**src/inc/pca_defines.svh**
```systemverilog
/*
  Bit positions, reset values and rates for the counter array.
  Assumes inclusion by bare name from the design files.
*/
`ifndef PCA_DEFINES_SVH
`define PCA_DEFINES_SVH
// Mode register fields
`define PCA_MODE_IRQ_EN 0
`define PCA_MODE_PWM 1
`define PCA_MODE_TOG 2
`define PCA_MODE_MAT 3
`define PCA_MODE_FALLING_CAPTURE_EN 4
`define PCA_MODE_RISING_CAPTURE_EN 5
`define PCA_MODE_COMPARATOR_ENABLE 6
`define PCA_MODE_RESET 8'h00
// Control register fields
`define PCA_CTL_CF 7
`define PCA_CTL_CR 6
`define PCA_CTL_RESET 8'h00
// Counter mode register fields
`define PCA_COUNTER_MODE_REG_IDL 7
`define PCA_COUNTER_MODE_REG_WATCHDOG_ENABLE 6
`define PCA_COUNTER_MODE_REG_SRC_HI 2
`define PCA_COUNTER_MODE_REG_SRC_LO 1
`define PCA_COUNTER_MODE_REG_ECF 0
`define PCA_COUNTER_MODE_REG_RESET 8'h00
// Internal count dividers, 6-clock and 12-clock modes
`define PCA_DIV_SLOW_6 6
`define PCA_DIV_FAST_6 2
`define PCA_DIV_SLOW_12 12
`define PCA_DIV_FAST_12 4
`define PCA_NUM_MODULES 5
`define PCA_FIRST_PIN 3
`endif

```
**src/inc/pca_pkg.sv**
```systemverilog
/*
  Types shared by the counter array design.
  Assumes the defines header is compiled first.
*/
`default_nettype none
package pca_pkg;
  // Count source selection
  typedef enum logic [1:0] {
    PCA_SRC_SLOW,
    PCA_SRC_FAST,
    PCA_SRC_TIMER0,
    PCA_SRC_EXT
  } pca_src_t;
endpackage : pca_pkg
`default_nettype wire

```
**src/rtl/pca_sync.sv**
```systemverilog
/*
  Two flip-flop synchroniser with edge detection for one pin.
  Assumes the pin is asynchronous to i_clk.
*/
`default_nettype none
module pca_sync (
  // Clock and reset
  input wire logic i_clk,
  input wire logic i_reset,
  // Pin and outputs
  input wire logic i_pin,
  output logic o_level,
  output logic o_rise,
  output logic o_fall
);
  logic meta;
  logic sync;
  logic last;

  // Synchronise then remember previous level
  always_ff @(posedge i_clk or posedge i_reset) begin
    if (i_reset) begin
      // Pins idle high on their pull-ups, so no false edge after reset
      meta <= 1'b1;
      sync <= 1'b1;
      last <= 1'b1;
    end else begin
      meta <= i_pin;
      sync <= meta;
      last <= sync;
    end
  end

  // Edge pulses on synchronised level only
  assign o_level = sync;
  assign o_rise = sync & ~last;
  assign o_fall = ~sync & last;
endmodule : pca_sync
`default_nettype wire

```
**src/rtl/pca_module.sv**
```systemverilog
/*
  One capture/compare module of the counter array.
  Assumes the counter and edge pulses are on i_clk.
*/
`default_nettype none
`include "pca_defines.svh"
module pca_module (
  // Clock and reset
  input wire logic i_clk,
  input wire logic i_reset,
  // Shared counter
  input wire logic [15:0] i_count,
  input wire logic i_tick,
  // Register access
  input wire logic [7:0] i_mode,
  input wire logic i_wr_low,
  input wire logic i_wr_high,
  input wire logic [7:0] i_wdata,
  // Pin edges
  input wire logic i_rise,
  input wire logic i_fall,
  // Results
  output logic [7:0] o_value_low,
  output logic [7:0] o_value_high,
  output logic o_event,
  output logic o_pin
);
  logic match;
  logic capture;
  logic [7:0] pwm_low;
  logic toggle_q;

  // Comparator and capture edge choice
  assign match = i_mode[`PCA_MODE_COMPARATOR_ENABLE] & i_tick & (i_count == {o_value_high, o_value_low});
  assign capture = (i_rise & i_mode[`PCA_MODE_RISING_CAPTURE_EN]) | (i_fall & i_mode[`PCA_MODE_FALLING_CAPTURE_EN]);
  assign o_event = capture | (match & i_mode[`PCA_MODE_MAT]);

  // Value bytes: software writes or capture of counter
  always_ff @(posedge i_clk or posedge i_reset) begin
    if (i_reset) begin
      o_value_low <= 8'h00;
      o_value_high <= 8'h00;
    end else if (capture) begin
      o_value_low <= i_count[7:0];
      o_value_high <= i_count[15:8];
    end else begin
      if (i_wr_low) o_value_low <= i_wdata;
      if (i_wr_high) o_value_high <= i_wdata;
    end
  end

  // Active duty byte reloaded at low byte wrap
  always_ff @(posedge i_clk or posedge i_reset) begin
    if (i_reset) begin
      pwm_low <= 8'h00;
    end else if (i_wr_low) begin
      pwm_low <= i_wdata;
    end else if (i_tick && i_count[7:0] == 8'hff) begin
      pwm_low <= o_value_high;
    end
  end

  // High speed output toggle
  always_ff @(posedge i_clk or posedge i_reset) begin
    if (i_reset) begin
      toggle_q <= 1'b0;
    end else if (match && i_mode[`PCA_MODE_TOG]) begin
      toggle_q <= ~toggle_q;
    end
  end

  // Pin: pwm compare or toggle level, registered
  always_ff @(posedge i_clk or posedge i_reset) begin
    if (i_reset) begin
      o_pin <= 1'b1;
    end else if (i_mode[`PCA_MODE_PWM] && i_mode[`PCA_MODE_COMPARATOR_ENABLE]) begin
      o_pin <= (i_count[7:0] >= pwm_low);
    end else begin
      o_pin <= ~toggle_q;
    end
  end
endmodule : pca_module
`default_nettype wire

```
**src/rtl/pca_counter_array.sv**
```systemverilog
/*
  Programmable counter array: shared 16-bit counter and five modules.
  Assumes a byte-wide register port from the processor core on i_clk,
  with one-cycle write strobes per register, and pins on port 1.
*/
`default_nettype none
`include "pca_defines.svh"
module pca_counter_array #(
  parameter int NUM_MODULES = `PCA_NUM_MODULES
) (
  // Clock and reset
  input wire logic i_clk,
  input wire logic i_reset,
  // Core status
  input wire logic i_idle,
  input wire logic i_clk12_mode,
  input wire logic i_timer0_ovf,
  // Control register
  input wire logic i_ctl_wr,
  input wire logic [7:0] i_ctl_wdata,
  output logic [7:0] o_ctl,
  // Counter mode register
  input wire logic i_counter_mode_reg_wr,
  input wire logic [7:0] i_counter_mode_reg_wdata,
  output logic [7:0] o_counter_mode_reg,
  // Counter bytes
  input wire logic i_cnt_low_wr,
  input wire logic i_cnt_high_wr,
  input wire logic [7:0] i_cnt_wdata,
  output logic [7:0] o_counter_low_byte,
  output logic [7:0] o_counter_high_byte,
  // Module registers, write strobe per module, shared data
  input wire logic [NUM_MODULES-1:0] i_mode_wr,
  input wire logic [NUM_MODULES-1:0] i_val_low_wr,
  input wire logic [NUM_MODULES-1:0] i_val_high_wr,
  input wire logic [7:0] i_mod_wdata,
  output logic [8*NUM_MODULES-1:0] o_mode,
  output logic [8*NUM_MODULES-1:0] o_value_low,
  output logic [8*NUM_MODULES-1:0] o_value_high,
  // Port 1 pins
  input wire logic [7:0] i_port1,
  output logic [7:0] o_port1,
  output logic [7:0] o_port1_oe,
  // Interrupt request and watchdog
  output logic o_irq,
  output logic o_watchdog_reset
);
  logic [15:0] count;
  logic tick;
  logic [3:0] div_cnt;
  logic [3:0] div_max;
  logic internal_tick;
  logic ext_rise;
  logic [NUM_MODULES-1:0] mod_rise;
  logic [NUM_MODULES-1:0] mod_fall;
  logic [NUM_MODULES-1:0] mod_event;
  logic [NUM_MODULES-1:0] mod_pin;
  logic [NUM_MODULES-1:0] irq_terms;
  logic running;
  logic ovf;
  pca_pkg::pca_src_t src;

  // Elaboration check on module count
  if (NUM_MODULES != `PCA_NUM_MODULES) begin : g_bad_count
    $error("counter array needs five modules");
  end

  // Mode-register helper used for every module
  function automatic logic [7:0] mode_of(input logic [8*NUM_MODULES-1:0] all, input int n);
    mode_of = all[8*n +: 8];
  endfunction : mode_of

  // Source field decode
  assign src = pca_pkg::pca_src_t'({o_counter_mode_reg[`PCA_COUNTER_MODE_REG_SRC_HI], o_counter_mode_reg[`PCA_COUNTER_MODE_REG_SRC_LO]});

  // Counter runs when enabled, held in idle when idle bit set
  assign running = o_ctl[`PCA_CTL_CR] & ~(i_idle & o_counter_mode_reg[`PCA_COUNTER_MODE_REG_IDL]);

  // Internal divider terminal count by source and clock mode
  always_comb begin
    if (src == pca_pkg::PCA_SRC_FAST) begin
      div_max = i_clk12_mode ? 4'(`PCA_DIV_FAST_12 - 1) : 4'(`PCA_DIV_FAST_6 - 1);
    end else begin
      div_max = i_clk12_mode ? 4'(`PCA_DIV_SLOW_12 - 1) : 4'(`PCA_DIV_SLOW_6 - 1);
    end
  end

  // Divider produces one-cycle enable
  always_ff @(posedge i_clk or posedge i_reset) begin
    if (i_reset) begin
      div_cnt <= 4'h0;
    end else if (div_cnt >= div_max) begin
      div_cnt <= 4'h0;
    end else begin
      div_cnt <= div_cnt + 4'h1;
    end
  end
  assign internal_tick = (div_cnt >= div_max);

  // External count input synchroniser on port1 bit 2
  pca_sync u_ext_sync (
    .i_clk(i_clk),
    .i_reset(i_reset),
    .i_pin(i_port1[2]),
    .o_level(),
    .o_rise(ext_rise),
    .o_fall()
  );

  // Count pulse selection
  always_comb begin
    case (src)
      pca_pkg::PCA_SRC_SLOW: tick = internal_tick;
      pca_pkg::PCA_SRC_FAST: tick = internal_tick;
      pca_pkg::PCA_SRC_TIMER0: tick = i_timer0_ovf;
      pca_pkg::PCA_SRC_EXT: tick = ext_rise;
      default: tick = 1'b0;
    endcase
    tick = tick & running;
  end

  assign ovf = tick & (count == 16'hffff);

  // Shared counter, software may load its bytes
  always_ff @(posedge i_clk or posedge i_reset) begin
    if (i_reset) begin
      count <= 16'h0000;
    end else if (i_cnt_low_wr || i_cnt_high_wr) begin
      if (i_cnt_low_wr) count[7:0] <= i_cnt_wdata;
      if (i_cnt_high_wr) count[15:8] <= i_cnt_wdata;
    end else if (tick) begin
      count <= count + 16'h0001;
    end
  end
  assign o_counter_low_byte = count[7:0];
  assign o_counter_high_byte = count[15:8];

  // Counter mode register
  always_ff @(posedge i_clk or posedge i_reset) begin
    if (i_reset) begin
      o_counter_mode_reg <= `PCA_COUNTER_MODE_REG_RESET;
    end else if (i_counter_mode_reg_wr) begin
      o_counter_mode_reg <= i_counter_mode_reg_wdata & 8'hc7; // Reserved bits read zero
    end
  end

  // Control register: flags set by hardware win over software clear
  always_ff @(posedge i_clk or posedge i_reset) begin
    if (i_reset) begin
      o_ctl <= `PCA_CTL_RESET;
    end else begin
      if (i_ctl_wr) begin
        o_ctl <= i_ctl_wdata & 8'hdf;
      end
      if (ovf) o_ctl[`PCA_CTL_CF] <= 1'b1;
      for (int n = 0; n < NUM_MODULES; n++) begin
        if (mod_event[n]) o_ctl[n] <= 1'b1;
      end
    end
  end

  // Modules and their pins
  for (genvar n = 0; n < NUM_MODULES; n++) begin : g_mod
    always_ff @(posedge i_clk or posedge i_reset) begin
      if (i_reset) begin
        o_mode[8*n +: 8] <= `PCA_MODE_RESET;
      end else if (i_mode_wr[n]) begin
        o_mode[8*n +: 8] <= i_mod_wdata & 8'h7f;
      end
    end

    pca_sync u_sync (
      .i_clk(i_clk),
      .i_reset(i_reset),
      .i_pin(i_port1[`PCA_FIRST_PIN + n]),
      .o_level(),
      .o_rise(mod_rise[n]),
      .o_fall(mod_fall[n])
    );

    pca_module u_mod (
      .i_clk(i_clk),
      .i_reset(i_reset),
      .i_count(count),
      .i_tick(tick),
      .i_mode(mode_of(o_mode, n)),
      .i_wr_low(i_val_low_wr[n]),
      .i_wr_high(i_val_high_wr[n]),
      .i_wdata(i_mod_wdata),
      .i_rise(mod_rise[n]),
      .i_fall(mod_fall[n]),
      .o_value_low(o_value_low[8*n +: 8]),
      .o_value_high(o_value_high[8*n +: 8]),
      .o_event(mod_event[n]),
      .o_pin(mod_pin[n])
    );

    // Interrupt per module flag
    assign irq_terms[n] = o_ctl[n] & o_mode[8*n + `PCA_MODE_IRQ_EN];
  end

  // Port 1 drive: module pins drive when compare output used
  always_comb begin
    o_port1 = 8'hff;
    o_port1_oe = 8'h00;
    for (int n = 0; n < NUM_MODULES; n++) begin
      o_port1[`PCA_FIRST_PIN + n] = mod_pin[n];
      o_port1_oe[`PCA_FIRST_PIN + n] = o_mode[8*n + `PCA_MODE_COMPARATOR_ENABLE] &
        (o_mode[8*n + `PCA_MODE_PWM] | o_mode[8*n + `PCA_MODE_TOG]);
    end
  end

  // Interrupt request
  assign o_irq = (o_ctl[`PCA_CTL_CF] & o_counter_mode_reg[`PCA_COUNTER_MODE_REG_ECF]) | (|irq_terms);

  // Watchdog: module 4 match resets when enabled
  always_ff @(posedge i_clk or posedge i_reset) begin
    if (i_reset) begin
      o_watchdog_reset <= 1'b0;
    end else begin
      o_watchdog_reset <= o_counter_mode_reg[`PCA_COUNTER_MODE_REG_WATCHDOG_ENABLE] & mod_event[NUM_MODULES-1] &
        o_mode[8*(NUM_MODULES-1) + `PCA_MODE_MAT];
    end
  end
endmodule : pca_counter_array
`default_nettype wire

```
**config.mk**
```make
export PLATFORM = sky130hd
export DESIGN_NAME = pca_counter_array
export DESIGN_NICKNAME = d
export VERILOG_FILES = /design/src/inc/pca_pkg.sv /design/src/rtl/pca_sync.sv /design/src/rtl/pca_module.sv /design/src/rtl/pca_counter_array.sv
export VERILOG_INCLUDE_DIRS = /design/src /design/src/inc
export SDC_FILE = /design/constraint.sdc
export NUM_CORES = 1
export LEC_CHECK = 0
export BUFFER_PORTS_ARGS = -buffer_cell sky130_fd_sc_hd__buf_2
export CAP_MARGIN = 20
export CORE_ASPECT_RATIO = 1.25
export CORE_UTILIZATION = 30
export DETAILED_ROUTE_END_ITERATION = 6
export PLACE_DENSITY = 0.56
export SYNTH_ARGS = -nofsm -noshare
export SYNTH_HDL_FRONTEND = slang
export SYNTH_SLANG_ARGS = --single-unit
```
**constraint.sdc**
```tcl
create_clock -name i_clk -period 6.7 [get_ports i_clk]
set_input_delay 1.005 -clock i_clk [delete_from_list [all_inputs] [get_ports i_clk]]
set_output_delay 1.005 -clock i_clk [all_outputs]
set_load 0.005 [all_outputs]
```
==> metrics.yaml <==
outcome: "completed"
grt_pass1_wl_um: 58900
finalInstanceArea_mm2: 0.0143
critical_path_data_required_time_ns: 7.12
tritoncts: "yes"
internal_power_uw: 2740
drt_wl_total_um: 39300
die_y_um: 226
power.net_switching_uw: 1270
globalRouteTotalUtil_pct: 19.2
place.detailed.instances: 1743
largestRegisters: "g_mod.u_mod.o_value_high: 40 flops, g_mod.u_mod.o_value_low: 40 flops, g_mod.u_mod.pwm_low: 40 flops"
pwr_density_mw_per_mm2: 280
seq_power_share_pct: 41.5
worstSetupEndpointType: "register"
pin_count_of_the_biggest_net_entering_global_routing: 154
final_min_period_over_clock_period_pct: 47.8
netlist_instances: 1101
postRouteAntennaNets: 0
worstHoldPathType: "register to register"
post_layout_nonfiller_instances: 1791
io-pin-count: 234
io_buffers: 212
cts.sink_count: 216
die_x_um: 182
place.detailed.hpwl_um: 27200
post_dp_cell_area_mm2: 0.0135
fin_util_pct: 36.3
post-cts-setup-buffers: 0
cell_types_occupying_the_most_area_after_synthesis: "sky130_fd_sc_hd__dfrtp_1, sky130_fd_sc_hd__mux2_2, sky130_fd_sc_hd__mux2i_1"
finalSetupViolCount: 0
drt-wirelength-per-cell_um: 21.9
die_area_mm2: 0.0411
final_period_minus_worst_setup_slack_ns: 3.21
grt_pass1_vias: 9039
core.rowCount: 81
post_cts_resize_count: 0
p_clk_share_pct: 35.2
layout-drive-gt1-share_pct: 34.3
yosys_register_bits: 216
synth.cell_area_mm2: 0.0121
insertion_delay_of_the_later_clocked_pin_in_the_worst_skew_pair_ns: 0.55
final_hold_fails: 0
number_of_buffers_added_by_the_clock_tree_synthesis_step: 25
synth-async-reset-ratio_pct: 100
area_added_between_synthesis_and_finish_pct: 18.5
clk_path_buf_depth: 3
synth_top_area_share_pct: 40.0
post_synth_num_cell_types: 54
route.detailed.drc: 0
nFillCells: 3916
yosysWarnings: 0
worst_pin_slew_ns: 0.936
crit_path_category: "input pin to register"
layout.nets: 1382
path_max_fanout: 40
initial_core_util_pct: 30.7
avg_synthesized_cell_area_um2: 11.0
p_leak_uw: 0.00663
clock_skew_ns: 0.0239
detail_route.iter0.violations: 558
slew_margin_rel_pct: 37.6
worst_path_arrival_ns: 3.62
rsz_0062_raised_after_global_routing: "false"
clk_pin_slew_worst_paths_ns: 0.06
yosysTopAreaCell: "sky130_fd_sc_hd__dfrtp_1"
cts_htree_levels: 1
holdBufCountCts: 0
power.switching_fraction_pct: 31.7
initial_antenna_violation_count: 1
drt_pass1_iterations: 4
slew_violations: 0
ctsRootBufferMaster: "sky130_fd_sc_hd__clkbuf_16"
most_frequently_used_flop_master_after_synthesis: "sky130_fd_sc_hd__dfrtp_1"
ys_seq_area_share_pct: 45.0
achievable-frequency_mhz: 312
drv_cap: 0
ir_worst_vdd_uv: 174
route.detailed.vias_per_inst: 4.92
core_region_area_mm2: 0.0394
fin_setup_tns_ns: 0
rrSetupSlack_ns: 3.51
detailroute.via_count: 8815
gr-total-overflow: 0
globalplace.congestion: 0.787
synth_enable_flop_cells: 0
worstSetupStartpointType: "input pin"
hold_slack_ns: 0.355
comb_power_share_pct: 23.3
[final timing paths]
| path | from | endpoint | depth (start not counted) |
|---|---|---|---|
| min in group asynchronous | i_reset | count[10] | 3 |
| max reg2reg | o_counter_mode_reg[2] | g_mod[3].u_mod.pwm_low[7] | 9 |
| max in group asynchronous | i_reset | g_mod[3].u_mod.o_value_low[1] | 4 |
| min | g_mod[4].u_sync.meta | g_mod[4].u_sync.o_level | 0 |
| min reg2reg | g_mod[4].u_sync.meta | g_mod[4].u_sync.o_level | 0 |
| max | i_clk12_mode | g_mod[3].u_mod.pwm_low[7] | 9 |
[area by class of cell]
type / count / area, µm² / share of cell area, %
multi-input cells: 745 / 5970 / 41.7
repair buffers: 236 / 1270 / 8.86
flip-flops and latches: 216 / 5430 / 38.0
clock buffers: 36 / 727 / 5.08
well taps: 498 / 623 / 4.35
diodes: 1 / 2.50 / 0.0175
clock inverters: 10 / 110 / 0.769
inverters: 49 / 188 / 1.31
[worst max-delay path, cell delays in order]
cell and delay, ns:
sky130_fd_sc_hd__buf_2 0.08, sky130_fd_sc_hd__inv_1 0.04, sky130_fd_sc_hd__ha_1 0.29, sky130_fd_sc_hd__a211oi_1 0.38
sky130_fd_sc_hd__o21ai_2 0.34, sky130_fd_sc_hd__nand4_4 0.14, sky130_fd_sc_hd__buf_4 0.68, sky130_fd_sc_hd__mux2_4 0.35
sky130_fd_sc_hd__mux2_2 0.26
[cell usage after synthesis, types with 22 or more instances]
cell	instances
sky130_fd_sc_hd__dfrtp_1	193
sky130_fd_sc_hd__dfstp_2	23
sky130_fd_sc_hd__buf_4	24
sky130_fd_sc_hd__xnor2_1	85
sky130_fd_sc_hd__mux2_4	40
sky130_fd_sc_hd__mux2i_1	82
sky130_fd_sc_hd__o21ai_0	101
sky130_fd_sc_hd__ha_1	45
sky130_fd_sc_hd__clkbuf_1	53
sky130_fd_sc_hd__inv_1	49
sky130_fd_sc_hd__nand2_1	120
sky130_fd_sc_hd__mux2_2	87
sky130_fd_sc_hd__nand4_1	22
[stage by stage]
step | setup slack, ns | power, µW
global route | 3.36 | 4220
detailed placement | 2.95 | 2630
global placement | 2.95 | 2610
floorplan | 2.90 | 2240
finish | 3.49 | 4010
CTS | 3.48 | 4060
[power groups by stage]
stage / sequential [µW] / combinational (µW) / clock [µW]
floorplan: 1650 / 592 / 0
global placement: 1680 / 928 / 0
detailed placement: 1690 / 941 / 0
CTS: 1670 / 947 / 1440
global route: 1690 / 1040 / 1490
finish: 1670 / 935 / 1410
[logic make-up (layout without fill, tap and decap cells)]
group | after synthesis | after routing | synth area share (%)
multiplexers | 209 | 209 | 19.9
adder cells (fa/ha/maj) | 45 | 45 | 4.66
flip-flops | 216 | 216 | 45.0
other | 2 | 16 | 0.0621
XOR/XNOR | 100 | 100 | 7.25
buffers and inverters | 153 | 331 | 6.24
AO/OA/AOI/OAI | 160 | 160 | 8.12
AND/OR/NAND/NOR | 216 | 216 | 8.85
[metal layers]
metal  global-route usage, %  share of wire, %
met1                    23.5                42
met2                    33.3                50
met3                    3.68               4.8
met4                    7.55               3.3
met5                       0                 0
[layout by cell type, fill, tap and decap left out, types with 22 or more instances in the layout]
cell,instances
sky130_fd_sc_hd__mux2i_1,82
sky130_fd_sc_hd__dfstp_2,23
sky130_fd_sc_hd__buf_2,212
sky130_fd_sc_hd__mux2_4,40
sky130_fd_sc_hd__nand2_1,120
sky130_fd_sc_hd__clkbuf_16,25
sky130_fd_sc_hd__xnor2_1,85
sky130_fd_sc_hd__mux2_2,87
sky130_fd_sc_hd__inv_1,48
sky130_fd_sc_hd__o21ai_0,101
sky130_fd_sc_hd__dfrtp_1,193
sky130_fd_sc_hd__nand4_1,22
sky130_fd_sc_hd__ha_1,45
No activity file was read; power rests on OpenSTA's default activity.
